## src/hdl/psr_pkg.sv

```systemverilog
// Package: register map, field positions, reset values and carriers of the PHY status block
package psr_pkg;

  localparam int ADDR_W = 12;
  localparam int DATA_W = 32;
  localparam int REG_W = 16;

  // Register indices; byte address is four times the index
  localparam logic [9:0] IDX_AN_EXP = 10'h006;
  localparam logic [9:0] IDX_FUNC_CTRL = 10'h010;
  localparam logic [9:0] IDX_PHY_STAT = 10'h011;
  localparam logic [9:0] IDX_IRQ_EN = 10'h012;
  localparam logic [9:0] IDX_IRQ_STAT = 10'h013;
  localparam logic [9:0] IDX_SOFT_RST = 10'h01F;

  // Expansion register fields
  localparam int EXP_PDF = 4;
  localparam int EXP_RSVD_RW = 2;
  localparam int EXP_PAGE = 1;
  localparam int EXP_LP_ABLE = 0;
  localparam logic EXP_RSVD_RW_RST = 1'b1;

  // Function control fields
  localparam int FC_CRS = 11;
  localparam int FC_ED_HI = 9;
  localparam int FC_ED_LO = 8;
  localparam int FC_MDI_HI = 6;
  localparam int FC_MDI_LO = 5;
  localparam int FC_SQE = 2;
  localparam int FC_POL_DIS = 1;
  localparam int FC_JAB_DIS = 0;
  localparam logic [15:0] FC_WMASK = 16'h0B67;
  localparam logic [1:0] FC_MDI_RST = 2'h3;
  localparam logic [1:0] FC_ED_RST = 2'h0;

  // Status fields
  localparam int ST_SPD_HI = 15;
  localparam int ST_SPD_LO = 14;
  localparam int ST_DUP = 13;
  localparam int ST_PAGE = 12;
  localparam int ST_RES = 11;
  localparam int ST_LINK = 10;
  localparam int ST_MDIX = 6;
  localparam int ST_DOWN = 5;
  localparam int ST_ED = 4;
  localparam int ST_TXP = 3;
  localparam int ST_RXP = 2;
  localparam int ST_POL = 1;
  localparam int ST_JAB = 0;
  localparam logic [1:0] SPD_100 = 2'h1;
  localparam logic [1:0] SPD_10 = 2'h0;

  // Interrupt enable and status
  localparam logic [15:0] IE_WMASK = 16'hFFF3;
  localparam logic [15:0] IE_RST = 16'h0000;
  localparam int IS_AN_ERR = 15;
  localparam int IS_SPD_CHG = 14;
  localparam int IS_DUP_CHG = 13;
  localparam int IS_PAGE = 12;
  localparam int IS_AN_DONE = 11;

  localparam int SOFT_RST_BIT = 0;

  typedef enum logic [1:0] {
    MDI_MANUAL = 2'b00,
    MDIX_MANUAL = 2'b01,
    MDI_RSVD = 2'b10,
    MDI_AUTO = 2'b11
  } psr_mdi_e;

  // Live indications from the PHY datapath and negotiation logic
  typedef struct packed {
    logic par_det_fault;
    logic page_rx;
    logic lp_an_able;
    logic an_complete;
    logic an_disabled;
    logic speed_100;
    logic full_duplex;
    logic page_live;
    logic link_up;
    logic mdix_auto;
    logic tx_pause;
    logic rx_pause;
    logic ed_sleep;
    logic downgrade;
    logic pol_reversed;
    logic jabber;
    logic no_common_ability;
  } psr_phy_stat_s;

  // Controls applied to the PHY datapath
  typedef struct packed {
    logic crs_on_tx;
    logic ed_sense_en;
    logic nlp_tx_en;
    logic [1:0] mdi_mode;
    logic sqe_test_en;
    logic pol_correct_en;
    logic jabber_en;
    logic soft_rst;
  } psr_phy_ctrl_s;

endpackage

```

## src/hdl/psr_phy_status_irq_regs.sv

```systemverilog
// PHY management register subset: expansion, function control, status, interrupt enable and status
//
// The APB register port is this design's own decision.
`timescale 1ns/100ps
module psr_phy_status_irq_regs (
  input wire logic CLK,
  input wire logic ARST_N,
  input wire logic PSEL,
  input wire logic PENABLE,
  input wire logic PWRITE,
  input wire logic [psr_pkg::ADDR_W-1:0] PADDR,
  input wire logic [psr_pkg::DATA_W-1:0] PWDATA,
  output logic [psr_pkg::DATA_W-1:0] PRDATA,
  output logic PREADY,
  output logic PSLVERR,
  input wire psr_pkg::psr_phy_stat_s PHY_STAT,
  output psr_pkg::psr_phy_ctrl_s PHY_CTRL,
  output logic IRQ
);

  function automatic logic hit(input logic [psr_pkg::ADDR_W-1:0] addr, input logic [9:0] idx);
    hit = (addr[1:0] == 2'h0) && (addr[psr_pkg::ADDR_W-1:2] == idx);
  endfunction

  // Expansion register
  logic exp_pdf;
  logic exp_page;
  logic exp_lp_able;
  logic exp_rsvd;
  // Function control
  logic fc_crs;
  logic [1:0] fc_ed;
  logic [1:0] fc_mdi;
  logic [1:0] mdi_applied;
  logic fc_sqe;
  logic fc_pol_dis;
  logic fc_jab_dis;
  // Status
  logic [1:0] st_speed;
  logic st_dup;
  logic st_page;
  logic st_res;
  logic st_link;
  logic st_mdix;
  logic st_down;
  logic st_ed;
  logic st_txp;
  logic st_rxp;
  logic st_pol;
  logic st_jab;
  logic link_prev;
  // Interrupts
  logic [15:0] irq_en;
  logic is_an_err;
  logic is_spd_chg;
  logic is_dup_chg;
  logic is_page;
  logic is_an_done;
  // Bus
  logic soft_rst;
  logic [15:0] rd_word;

  logic access;
  logic wr_en;
  logic rd_en;
  logic mapped;
  logic resolved_now;
  logic [1:0] next_speed;
  logic an_err_evt;
  logic spd_chg_evt;
  logic dup_chg_evt;
  logic [15:0] exp_word;
  logic [15:0] fc_word;
  logic [15:0] st_word;
  logic [15:0] is_word;

  assign access = PSEL && PENABLE && PREADY;
  assign wr_en = access && PWRITE;
  assign rd_en = access && !PWRITE;
  assign mapped = hit(PADDR, psr_pkg::IDX_AN_EXP) || hit(PADDR, psr_pkg::IDX_FUNC_CTRL) ||
                  hit(PADDR, psr_pkg::IDX_PHY_STAT) || hit(PADDR, psr_pkg::IDX_IRQ_EN) ||
                  hit(PADDR, psr_pkg::IDX_IRQ_STAT) || hit(PADDR, psr_pkg::IDX_SOFT_RST);

  assign resolved_now = PHY_STAT.an_complete || PHY_STAT.an_disabled;
  assign next_speed = PHY_STAT.speed_100 ? psr_pkg::SPD_100 : psr_pkg::SPD_10;
  assign an_err_evt = PHY_STAT.par_det_fault || PHY_STAT.no_common_ability ||
                      (is_an_done && link_prev && !PHY_STAT.link_up);
  assign spd_chg_evt = resolved_now && st_res && (next_speed != st_speed);
  assign dup_chg_evt = resolved_now && st_res && (PHY_STAT.full_duplex != st_dup);

  always_comb begin
    exp_word = 16'h0000;
    exp_word[psr_pkg::EXP_PDF] = exp_pdf;
    exp_word[psr_pkg::EXP_RSVD_RW] = exp_rsvd;
    exp_word[psr_pkg::EXP_PAGE] = exp_page;
    exp_word[psr_pkg::EXP_LP_ABLE] = exp_lp_able;
  end

  always_comb begin
    fc_word = 16'h0000;
    fc_word[psr_pkg::FC_CRS] = fc_crs;
    fc_word[psr_pkg::FC_ED_HI:psr_pkg::FC_ED_LO] = fc_ed;
    fc_word[psr_pkg::FC_MDI_HI:psr_pkg::FC_MDI_LO] = fc_mdi;
    fc_word[psr_pkg::FC_SQE] = fc_sqe;
    fc_word[psr_pkg::FC_POL_DIS] = fc_pol_dis;
    fc_word[psr_pkg::FC_JAB_DIS] = fc_jab_dis;
  end

  always_comb begin
    st_word = 16'h0000;
    st_word[psr_pkg::ST_SPD_HI:psr_pkg::ST_SPD_LO] = st_speed;
    st_word[psr_pkg::ST_DUP] = st_dup;
    st_word[psr_pkg::ST_PAGE] = st_page;
    st_word[psr_pkg::ST_RES] = st_res;
    st_word[psr_pkg::ST_LINK] = st_link;
    st_word[psr_pkg::ST_MDIX] = st_mdix;
    st_word[psr_pkg::ST_DOWN] = st_down;
    st_word[psr_pkg::ST_ED] = st_ed;
    st_word[psr_pkg::ST_TXP] = st_txp;
    st_word[psr_pkg::ST_RXP] = st_rxp;
    st_word[psr_pkg::ST_POL] = st_pol;
    st_word[psr_pkg::ST_JAB] = st_jab;
  end

  always_comb begin
    is_word = 16'h0000;
    is_word[psr_pkg::IS_AN_ERR] = is_an_err;
    is_word[psr_pkg::IS_SPD_CHG] = is_spd_chg;
    is_word[psr_pkg::IS_DUP_CHG] = is_dup_chg;
    is_word[psr_pkg::IS_PAGE] = is_page;
    is_word[psr_pkg::IS_AN_DONE] = is_an_done;
  end

  always_comb begin
    rd_word = 16'h0000;
    if (hit(PADDR, psr_pkg::IDX_AN_EXP)) begin
      rd_word = exp_word;
    end else if (hit(PADDR, psr_pkg::IDX_FUNC_CTRL)) begin
      rd_word = fc_word;
    end else if (hit(PADDR, psr_pkg::IDX_PHY_STAT)) begin
      rd_word = st_word;
    end else if (hit(PADDR, psr_pkg::IDX_IRQ_EN)) begin
      rd_word = irq_en;
    end else if (hit(PADDR, psr_pkg::IDX_IRQ_STAT)) begin
      rd_word = is_word;
    end
  end

  // APB: ready in the first access cycle; data and response are captured in the setup cycle
  always_ff @(posedge CLK or negedge ARST_N) begin
    if (!ARST_N) begin
      PREADY <= 1'b0;
      PRDATA <= 32'h0000_0000;
      PSLVERR <= 1'b0;
    end else begin
      PREADY <= PSEL && !PENABLE;
      if (PSEL && !PENABLE) begin
        PRDATA <= PWRITE ? 32'h0000_0000 : {16'h0000, rd_word};
        PSLVERR <= !mapped;
      end else begin
        PSLVERR <= 1'b0;
      end
    end
  end

  // Software reset strobe, one cycle
  always_ff @(posedge CLK or negedge ARST_N) begin
    if (!ARST_N) begin
      soft_rst <= 1'b0;
    end else begin
      soft_rst <= wr_en && hit(PADDR, psr_pkg::IDX_SOFT_RST) && PWDATA[psr_pkg::SOFT_RST_BIT];
    end
  end

  // Expansion register
  always_ff @(posedge CLK or negedge ARST_N) begin
    if (!ARST_N) begin
      exp_pdf <= 1'b0;
      exp_page <= 1'b0;
      exp_lp_able <= 1'b0;
      exp_rsvd <= psr_pkg::EXP_RSVD_RW_RST;
    end else if (soft_rst) begin
      exp_pdf <= 1'b0;
      exp_page <= 1'b0;
      exp_lp_able <= 1'b0;
      exp_rsvd <= psr_pkg::EXP_RSVD_RW_RST;
    end else begin
      exp_lp_able <= PHY_STAT.lp_an_able;
      if (PHY_STAT.par_det_fault) begin
        exp_pdf <= 1'b1;
      end else if (rd_en && hit(PADDR, psr_pkg::IDX_AN_EXP)) begin
        exp_pdf <= 1'b0;
      end
      if (PHY_STAT.page_rx) begin
        exp_page <= 1'b1;
      end else if (rd_en && hit(PADDR, psr_pkg::IDX_AN_EXP)) begin
        exp_page <= 1'b0;
      end
      if (wr_en && hit(PADDR, psr_pkg::IDX_AN_EXP)) begin
        exp_rsvd <= PWDATA[psr_pkg::EXP_RSVD_RW];
      end
    end
  end

  // Function control; all fields keep their value across software reset
  always_ff @(posedge CLK or negedge ARST_N) begin
    if (!ARST_N) begin
      fc_crs <= 1'b0;
      fc_ed <= psr_pkg::FC_ED_RST;
      fc_mdi <= psr_pkg::FC_MDI_RST;
      fc_sqe <= 1'b0;
      fc_pol_dis <= 1'b0;
      fc_jab_dis <= 1'b0;
    end else if (wr_en && hit(PADDR, psr_pkg::IDX_FUNC_CTRL)) begin
      fc_crs <= PWDATA[psr_pkg::FC_CRS];
      fc_ed <= PWDATA[psr_pkg::FC_ED_HI:psr_pkg::FC_ED_LO];
      fc_mdi <= PWDATA[psr_pkg::FC_MDI_HI:psr_pkg::FC_MDI_LO];
      fc_sqe <= PWDATA[psr_pkg::FC_SQE];
      fc_pol_dis <= PWDATA[psr_pkg::FC_POL_DIS];
      fc_jab_dis <= PWDATA[psr_pkg::FC_JAB_DIS];
    end
  end

  // Crossover mode in use by the datapath changes only at software reset or hardware reset
  always_ff @(posedge CLK or negedge ARST_N) begin
    if (!ARST_N) begin
      mdi_applied <= psr_pkg::FC_MDI_RST;
    end else if (soft_rst) begin
      mdi_applied <= fc_mdi;
    end
  end

  // Status register
  always_ff @(posedge CLK or negedge ARST_N) begin
    if (!ARST_N) begin
      st_speed <= psr_pkg::SPD_10;
      st_dup <= 1'b0;
      st_page <= 1'b0;
      st_res <= 1'b0;
      st_link <= 1'b0;
      st_mdix <= 1'b0;
      st_down <= 1'b0;
      st_ed <= 1'b0;
      st_txp <= 1'b0;
      st_rxp <= 1'b0;
      st_pol <= 1'b0;
      st_jab <= 1'b0;
    end else if (soft_rst) begin
      st_res <= 1'b0;
      st_link <= 1'b0;
      st_down <= 1'b0;
      st_ed <= 1'b0;
      st_pol <= 1'b0;
    end else begin
      st_res <= resolved_now;
      if (resolved_now) begin
        st_speed <= next_speed;
        st_dup <= PHY_STAT.full_duplex;
        st_txp <= PHY_STAT.tx_pause;
        st_rxp <= PHY_STAT.rx_pause;
        if (mdi_applied == psr_pkg::MDI_AUTO) begin
          st_mdix <= PHY_STAT.mdix_auto;
        end else begin
          st_mdix <= mdi_applied[0];
        end
      end
      st_page <= PHY_STAT.page_live;
      st_link <= PHY_STAT.link_up;
      st_ed <= PHY_STAT.ed_sleep;
      if (PHY_STAT.downgrade) begin
        st_down <= 1'b1;
      end
      st_pol <= PHY_STAT.pol_reversed;
      st_jab <= PHY_STAT.jabber;
    end
  end

  // Interrupt enables, untouched by software reset
  always_ff @(posedge CLK or negedge ARST_N) begin
    if (!ARST_N) begin
      irq_en <= psr_pkg::IE_RST;
    end else if (wr_en && hit(PADDR, psr_pkg::IDX_IRQ_EN)) begin
      irq_en <= PWDATA[15:0] & psr_pkg::IE_WMASK;
    end
  end

  // Interrupt status; untouched by software reset, latched bits clear on a read or on hardware reset
  always_ff @(posedge CLK or negedge ARST_N) begin
    if (!ARST_N) begin
      is_an_err <= 1'b0;
      is_spd_chg <= 1'b0;
      is_dup_chg <= 1'b0;
      is_page <= 1'b0;
      is_an_done <= 1'b0;
      link_prev <= 1'b0;
    end else begin
      link_prev <= PHY_STAT.link_up;
      is_page <= PHY_STAT.page_live;
      is_an_done <= PHY_STAT.an_complete;
      if (an_err_evt) begin
        is_an_err <= 1'b1;
      end else if (rd_en && hit(PADDR, psr_pkg::IDX_IRQ_STAT)) begin
        is_an_err <= 1'b0;
      end
      if (spd_chg_evt) begin
        is_spd_chg <= 1'b1;
      end else if (rd_en && hit(PADDR, psr_pkg::IDX_IRQ_STAT)) begin
        is_spd_chg <= 1'b0;
      end
      if (dup_chg_evt) begin
        is_dup_chg <= 1'b1;
      end else if (rd_en && hit(PADDR, psr_pkg::IDX_IRQ_STAT)) begin
        is_dup_chg <= 1'b0;
      end
    end
  end

  always_ff @(posedge CLK or negedge ARST_N) begin
    if (!ARST_N) begin
      IRQ <= 1'b0;
    end else begin
      IRQ <= |(is_word & irq_en);
    end
  end

  // Controls to the datapath; pause bits are deliberately not used here
  always_ff @(posedge CLK or negedge ARST_N) begin
    if (!ARST_N) begin
      PHY_CTRL <= '0;
      PHY_CTRL.mdi_mode <= psr_pkg::FC_MDI_RST;
    end else begin
      PHY_CTRL.crs_on_tx <= fc_crs;
      PHY_CTRL.ed_sense_en <= fc_ed[1];
      PHY_CTRL.nlp_tx_en <= fc_ed[1] && fc_ed[0];
      PHY_CTRL.mdi_mode <= mdi_applied;
      PHY_CTRL.sqe_test_en <= fc_sqe && !st_dup;
      PHY_CTRL.pol_correct_en <= !fc_pol_dis;
      PHY_CTRL.jabber_en <= !fc_jab_dis && (st_speed == psr_pkg::SPD_10) && !st_dup;
      PHY_CTRL.soft_rst <= soft_rst;
    end
  end

endmodule

```

## config.mk

```make
export PLATFORM = sky130hd
export DESIGN_NAME = psr_phy_status_irq_regs
export DESIGN_NICKNAME = d
export VERILOG_FILES = /design/src/hdl/psr_pkg.sv /design/src/hdl/psr_phy_status_irq_regs.sv
export SDC_FILE = /design/constraint.sdc
export NUM_CORES = 1
export LEC_CHECK = 0
export ABC_AREA = 1
export BUFFER_PORTS_ARGS = -buffer_cell sky130_fd_sc_hd__buf_2
export CORE_MARGIN = 2
export CORE_UTILIZATION = 40
export CTS_CLUSTER_DIAMETER = 80
export DETAILED_ROUTE_END_ITERATION = 8
export SLEW_MARGIN = 20
export SYNTH_ARGS = -nofsm -noshare
export SYNTH_HDL_FRONTEND = slang
export SYNTH_SLANG_ARGS = --single-unit
```

## constraint.sdc

```tcl
create_clock -name CLK -period 1.5 [get_ports CLK]
set_input_delay 0.45 -clock CLK [delete_from_list [all_inputs] [get_ports CLK]]
set_output_delay 0.45 -clock CLK [all_outputs]
set_load 0.01 [all_outputs]
```

After elaboration in Yosys (flattened, before gate mapping)

Index checks and enable logic that the tools add are counted.

Register bits after elaboration: 92
Bits of input ports: 66
Output and inout bits: 44
Word-level logic and storage cells: 134

Equal/unequal tests: 9
Multiplexer cells: 27
Bitwise logic cells: 2
Reductions and logical operators: 53

Operators by type and width:

| operator            | number |
|---|---|
| $mux 16             | 6 |
| $eq 10x5->1 const B | 5 |
| $logic_and 1x1->1   | 27 |
| $mux 1              | 21 |
| $and 16x16->16      | 1 |
| $reduce_or 16->1    | 1 |
| $eq 10x3->1 const B | 1 |
| $reduce_bool 2->1   | 5 |
| $logic_or 1x1->1    | 8 |
| $logic_not 1->1     | 7 |
| $reduce_bool 3->1   | 2 |
| $logic_not 2->1     | 2 |
| $eq 2x2->1 const B  | 1 |
| $ne 1x2->1          | 1 |
| $reduce_and 2->1    | 1 |
| $ne 1x1->1          | 1 |
| $not 1->1           | 1 |

Longest topological paths before layout

Depth in word-level cells: 9
Depth in mapped cells: 10
Mapped depth without buffers: 10

Worst setup path after synthesis

OpenSTA, ideal clock, no wires.

Kind: input to register
Start: in PADDR[11] in the netlist's numbering
End: reg fc_crs
Data arrival time: 1331 ps
Required time: 1383 ps
Slack: 52 ps
Stages: 7
Path buffers: 1
Cells stage by stage: nor2_2 > nand2_2 > nor3_2 > nand2_2 > buf_6 > o21ai_1 > inv_1

Cells in the longest elaborated chain, start to end: 3

RTL lines:

| element              | RTL line                       | RTL |
|---|---|---|
| start, declared      | psr_phy_status_irq_regs.sv:11  | `input wire logic [psr_pkg::ADDR_W-1:0] PADDR,` |
| $eq 10x5->1          | psr_phy_status_irq_regs.sv:22  | `hit = (addr[1:0] == 2'h0) && (addr[psr_pkg::ADDR_W-1:2] == idx);` |
| $logic_and 1x1->1    | psr_phy_status_irq_regs.sv:22  |  |
| $logic_and 1x1->1    | psr_phy_status_irq_regs.sv:214 | `end else if (wr_en && hit(PADDR, psr_pkg::IDX_FUNC_CTRL)) begin` |
| end signal, assigned | psr_phy_status_irq_regs.sv:215 | `fc_crs <= PWDATA[psr_pkg::FC_CRS];` |
| end, declared        | psr_phy_status_irq_regs.sv:31  | `logic fc_crs;` |

No other way between the ends.
A chain may end at the register's enable or synchronous reset.

Worst setup path in the final report

Start: reg PHY_CTRL[4] in the netlist's numbering
End: out PHY_CTRL[4] in the netlist's numbering

RTL lines:

| element         | RTL line                      | RTL |
|---|---|---|
| start, declared | psr_phy_status_irq_regs.sv:17 | `output psr_pkg::psr_phy_ctrl_s PHY_CTRL,` |

No word-level cell between the ends.

==> results.json <==
{
  "yosysTopAreaCellShare_pct": 47.0,
  "cell_type_contributing_the_most_total_cell_area_after_synthesis": "dfrtp_1",
  "grt_max_degree": 76,
  "final_area_mm2": 0.00467,
  "drc": 0,
  "grt_pass1_wl_mm": 15.0,
  "syn_inst": 433,
  "clock_sinks": 75,
  "placement.io_buffers": 76,
  "grt_antenna_before_repair": 0,
  "ys_async_sr_fraction_pct": 100,
  "irDropWorstVdd_uv": 494,
  "fmax_mhz": 687,
  "xor_xnor_share_of_the_synthesized_area_pct": 0.483,
  "die_x_um": 99.2,
  "netlist-cell-type-count": 33,
  "post_route_cells_drive_above_1_share_pct": 30.5,
  "synth-seq-cells": 75,
  "clock_tree.root_cell": "clkbuf_8",
  "postSynthAreaPerCell_um2": 8.37,
  "n_fill_cell": 874,
  "antenna_violating_nets_left": 0,
  "number_of_flops_mapped_to_enable_cells_by_yosys": 0,
  "wl_per_cell_um": 13.7,
  "grt_overflow_total": 0,
  "seqPwrFrac_pct": 47.2,
  "clk_transition_reported_paths_ns": 0.08,
  "total_clock_buffers_created_by_cts": 9,
  "cellInternalPower_uw": 3380,
  "netSwitchingPower_uw": 996,
  "layout_worst_path_cycle_share_pct": 97.0,
  "critPathBufInv": 1,
  "first_global_vias": 3036,
  "timing.critical_path.cells": "buf_2",
  "cts_max_level": 3,
  "critPathTopFamily": "flip-flops",
  "placeableCoreArea_mm2": 0.00876,
  "share_clk_of_total_power_pct": 45.1,
  "area.growth.synth_to_final_pct": 28.9,
  "drt_first_iter_violations": 182,
  "grt_setup_unrepaired": "false",
  "max-clock-path-buffers": 2,
  "cp-end-kind": "output port",
  "num-nets-final": 622,
  "synth.area.mux_share_pct": 0,
  "p_sw_share_pct": 22.7,
  "fp-row-count": 34,
  "clk-insertion-delay-late_ns": 0.36,
  "startpoint_type": "register",
  "worst_hold_path_type": "primary input to async pin",
  "timing.final.setup_violations": 0,
  "die_span_y_um": 99.2,
  "yosys.cell_count.top_type": "nand2_1",
  "finalMaxSlewViolations": 0,
  "multiInputGateArea_mm2": 0.00138,
  "cts_tree": "built",
  "starting_density_pct": 41.3,
  "globalRouteTotalUtil_pct": 19.7,
  "dpl_cell_area_mm2": 0.00440,
  "synth_sequential_area_ratio_pct": 52.0,
  "antenna_cells_inserted": 0,
  "die_area_mm2": 0.00984,
  "cap_violations": 0,
  "worstSetupPathType": "register to output port",
  "fin_crit_ns": 1.46,
  "synth.top_cells.by_count": "nand2_1 (120), dfrtp_1 (68), inv_1 (56)",
  "gp_congestion": 0.855,
  "main_combinational_cell_family_by_area_after_synthesis": "simple AND/OR/NAND/NOR gates",
  "max-slew-margin-rel_pct": 65.1,
  "wirelength_mm": 9.17,
  "p_comb_share_pct": 7.7,
  "synth_area_leaders": "dfrtp_1 (47%), nand2_1 (12%), nand3_1 (6.2%), inv_1 (5.8%), dfstp_2 (5.1%)",
  "worst_slew_pin_slew_ns": 0.524,
  "worst-endpoint-arrival_ns": 1.01,
  "predominant_post_synthesis_flop_cell": "dfrtp_1",
  "yosys.area_share.simple_pct": 30.0,
  "timing.hold.ws_ns": 0.0877,
  "crit_path_max_fanout": 1,
  "area.sequential_mm2": 0.00189,
  "cp_slowest_cell": "dfstp_2",
  "via_count": 3184,
  "post_cts_buffers": 0,
  "power.density_cell_area_mw_per_mm2": 938,
  "via_per_inst": 4.76,
  "post_synthesis_compound_gate_area_fraction_pct": 5.59,
  "worst_ep_required_time_ns": 1.05,
  "delay_contributed_by_the_slowest_stage_of_the_critical_path_ns": 0.53,
  "place_hpwl_mm": 6.90,
  "status": "completed",
  "synth_adder_area_share_pct": 0,
  "report.final.hold_viol_count": 0,
  "ys_warn_count": 0,
  "design.portCount": 110,
  "post_synth_instance_area_mm2": 0.00362,
  "clock_skew_ns": 0.00989,
  "power.leakage_uw": 0.00261,
  "first_pass_iters": 4
}
-- flip-flops by register name, indices dropped and copies added (netlist names), 2 cells and up --
| register | cells |
|---|---|
| PRDATA | 16 |
| irq_en | 14 |
| PHY_CTRL | 9 |
| fc_ed | 2 |
| fc_mdi | 2 |
| mdi_applied | 2 |
-- layout by cell type (no fill, tap or decap), drive strengths merged, types with 2 or more instances in the layout --
cell / n
clkinv: 2
nand4: 16
buf: 123
nand2: 127
conb: 16
xor2: 2
nor2: 33
dfrtp: 68
o21ai: 28
inv: 61
clkbuf: 11
nor3: 5
o211ai: 2
a21oi: 3
bufinv: 3
dfstp: 7
nand3: 48
-- logic make-up (layout without fill, tap and decap cells) --
kind of cell              count (synthesis)  after routing
AOI/OAI and AO/OA                        37             37
xor gates and xnor gates                  2              2
buffers and inverters                    87            200
DFF                                      75             75
other                                     1             16
and+or+nand+nor                         231            231
-- power by group through the flow --
| stage | Sequential [uW] | Combinational (uW) | Clock [uW] |
|---|---|---|---|
| finish | 2070 | 338 | 1970 |
| global placement | 2110 | 335 | 0 |
| floorplan | 2100 | 158 | 0 |
| detailed placement | 2110 | 340 | 0 |
| CTS | 2070 | 342 | 2020 |
| global route | 2070 | 381 | 2080 |
-- layer usage --
layer	vias up	share of wire, %	track usage [%]
met3	10	6.0	3.79
met2	93	45	29.6
met1	1493	47	28.8
met4	0	1.4	6.53
li1	1588	-	-
met5	-	0	0
-- final timing paths --
path,start,depth (start not counted),endpoint,slack (ns)
worst max-delay path,PHY_CTRL[4],1,PHY_CTRL[4],0.04
worst min-delay path,ARST_N,2,PRDATA[9],0.09
worst max register to register,PREADY,6,irq_en[0],0.27
worst min register to register,mdi_applied[0],0,PHY_CTRL[4],0.36
max in group asynchronous,ARST_N,2,exp_rsvd,1.05
min in group CLK,PHY_STAT[8],1,link_prev,0.22
-- metrics by stage --
step | std cells | total power [uW] | util (%) | worst slack [ns] | TNS, ns
floorplan | 448 | 2260 | - | 0.0520 | 0
global placement | 653 | 2440 | 50.3 | -0.353 | -7.67
detailed placement | 653 | 2450 | 50.3 | -0.389 | -8.11
CTS | 669 | 4430 | 53.2 | 0.0324 | 0
global route | 669 | 4540 | 53.3 | 0.0178 | 0
finish | 669 | 4380 | 53.3 | 0.0445 | 0
-- layout make-up --
class / count / share of cell area (%)
Multi-Input combinational cell: 286 / 29.4
Sequential cell: 75 / 40.4
Inverter: 61 / 4.93
Timing Repair Buffer: 123 / 16.8
Clock buffer: 11 / 3.24
Tap cell: 108 / 2.89
Clock inverter: 5 / 2.30
-- timing repair --
| item | CTS | global route |
|---|---|---|
| hold buffers | 0 | 0 |
| endpoints found under the setup margin | 4 | 2 |
| resized for setup | 1 | 1 |
No activity file was read; power rests on OpenSTA's default activity.
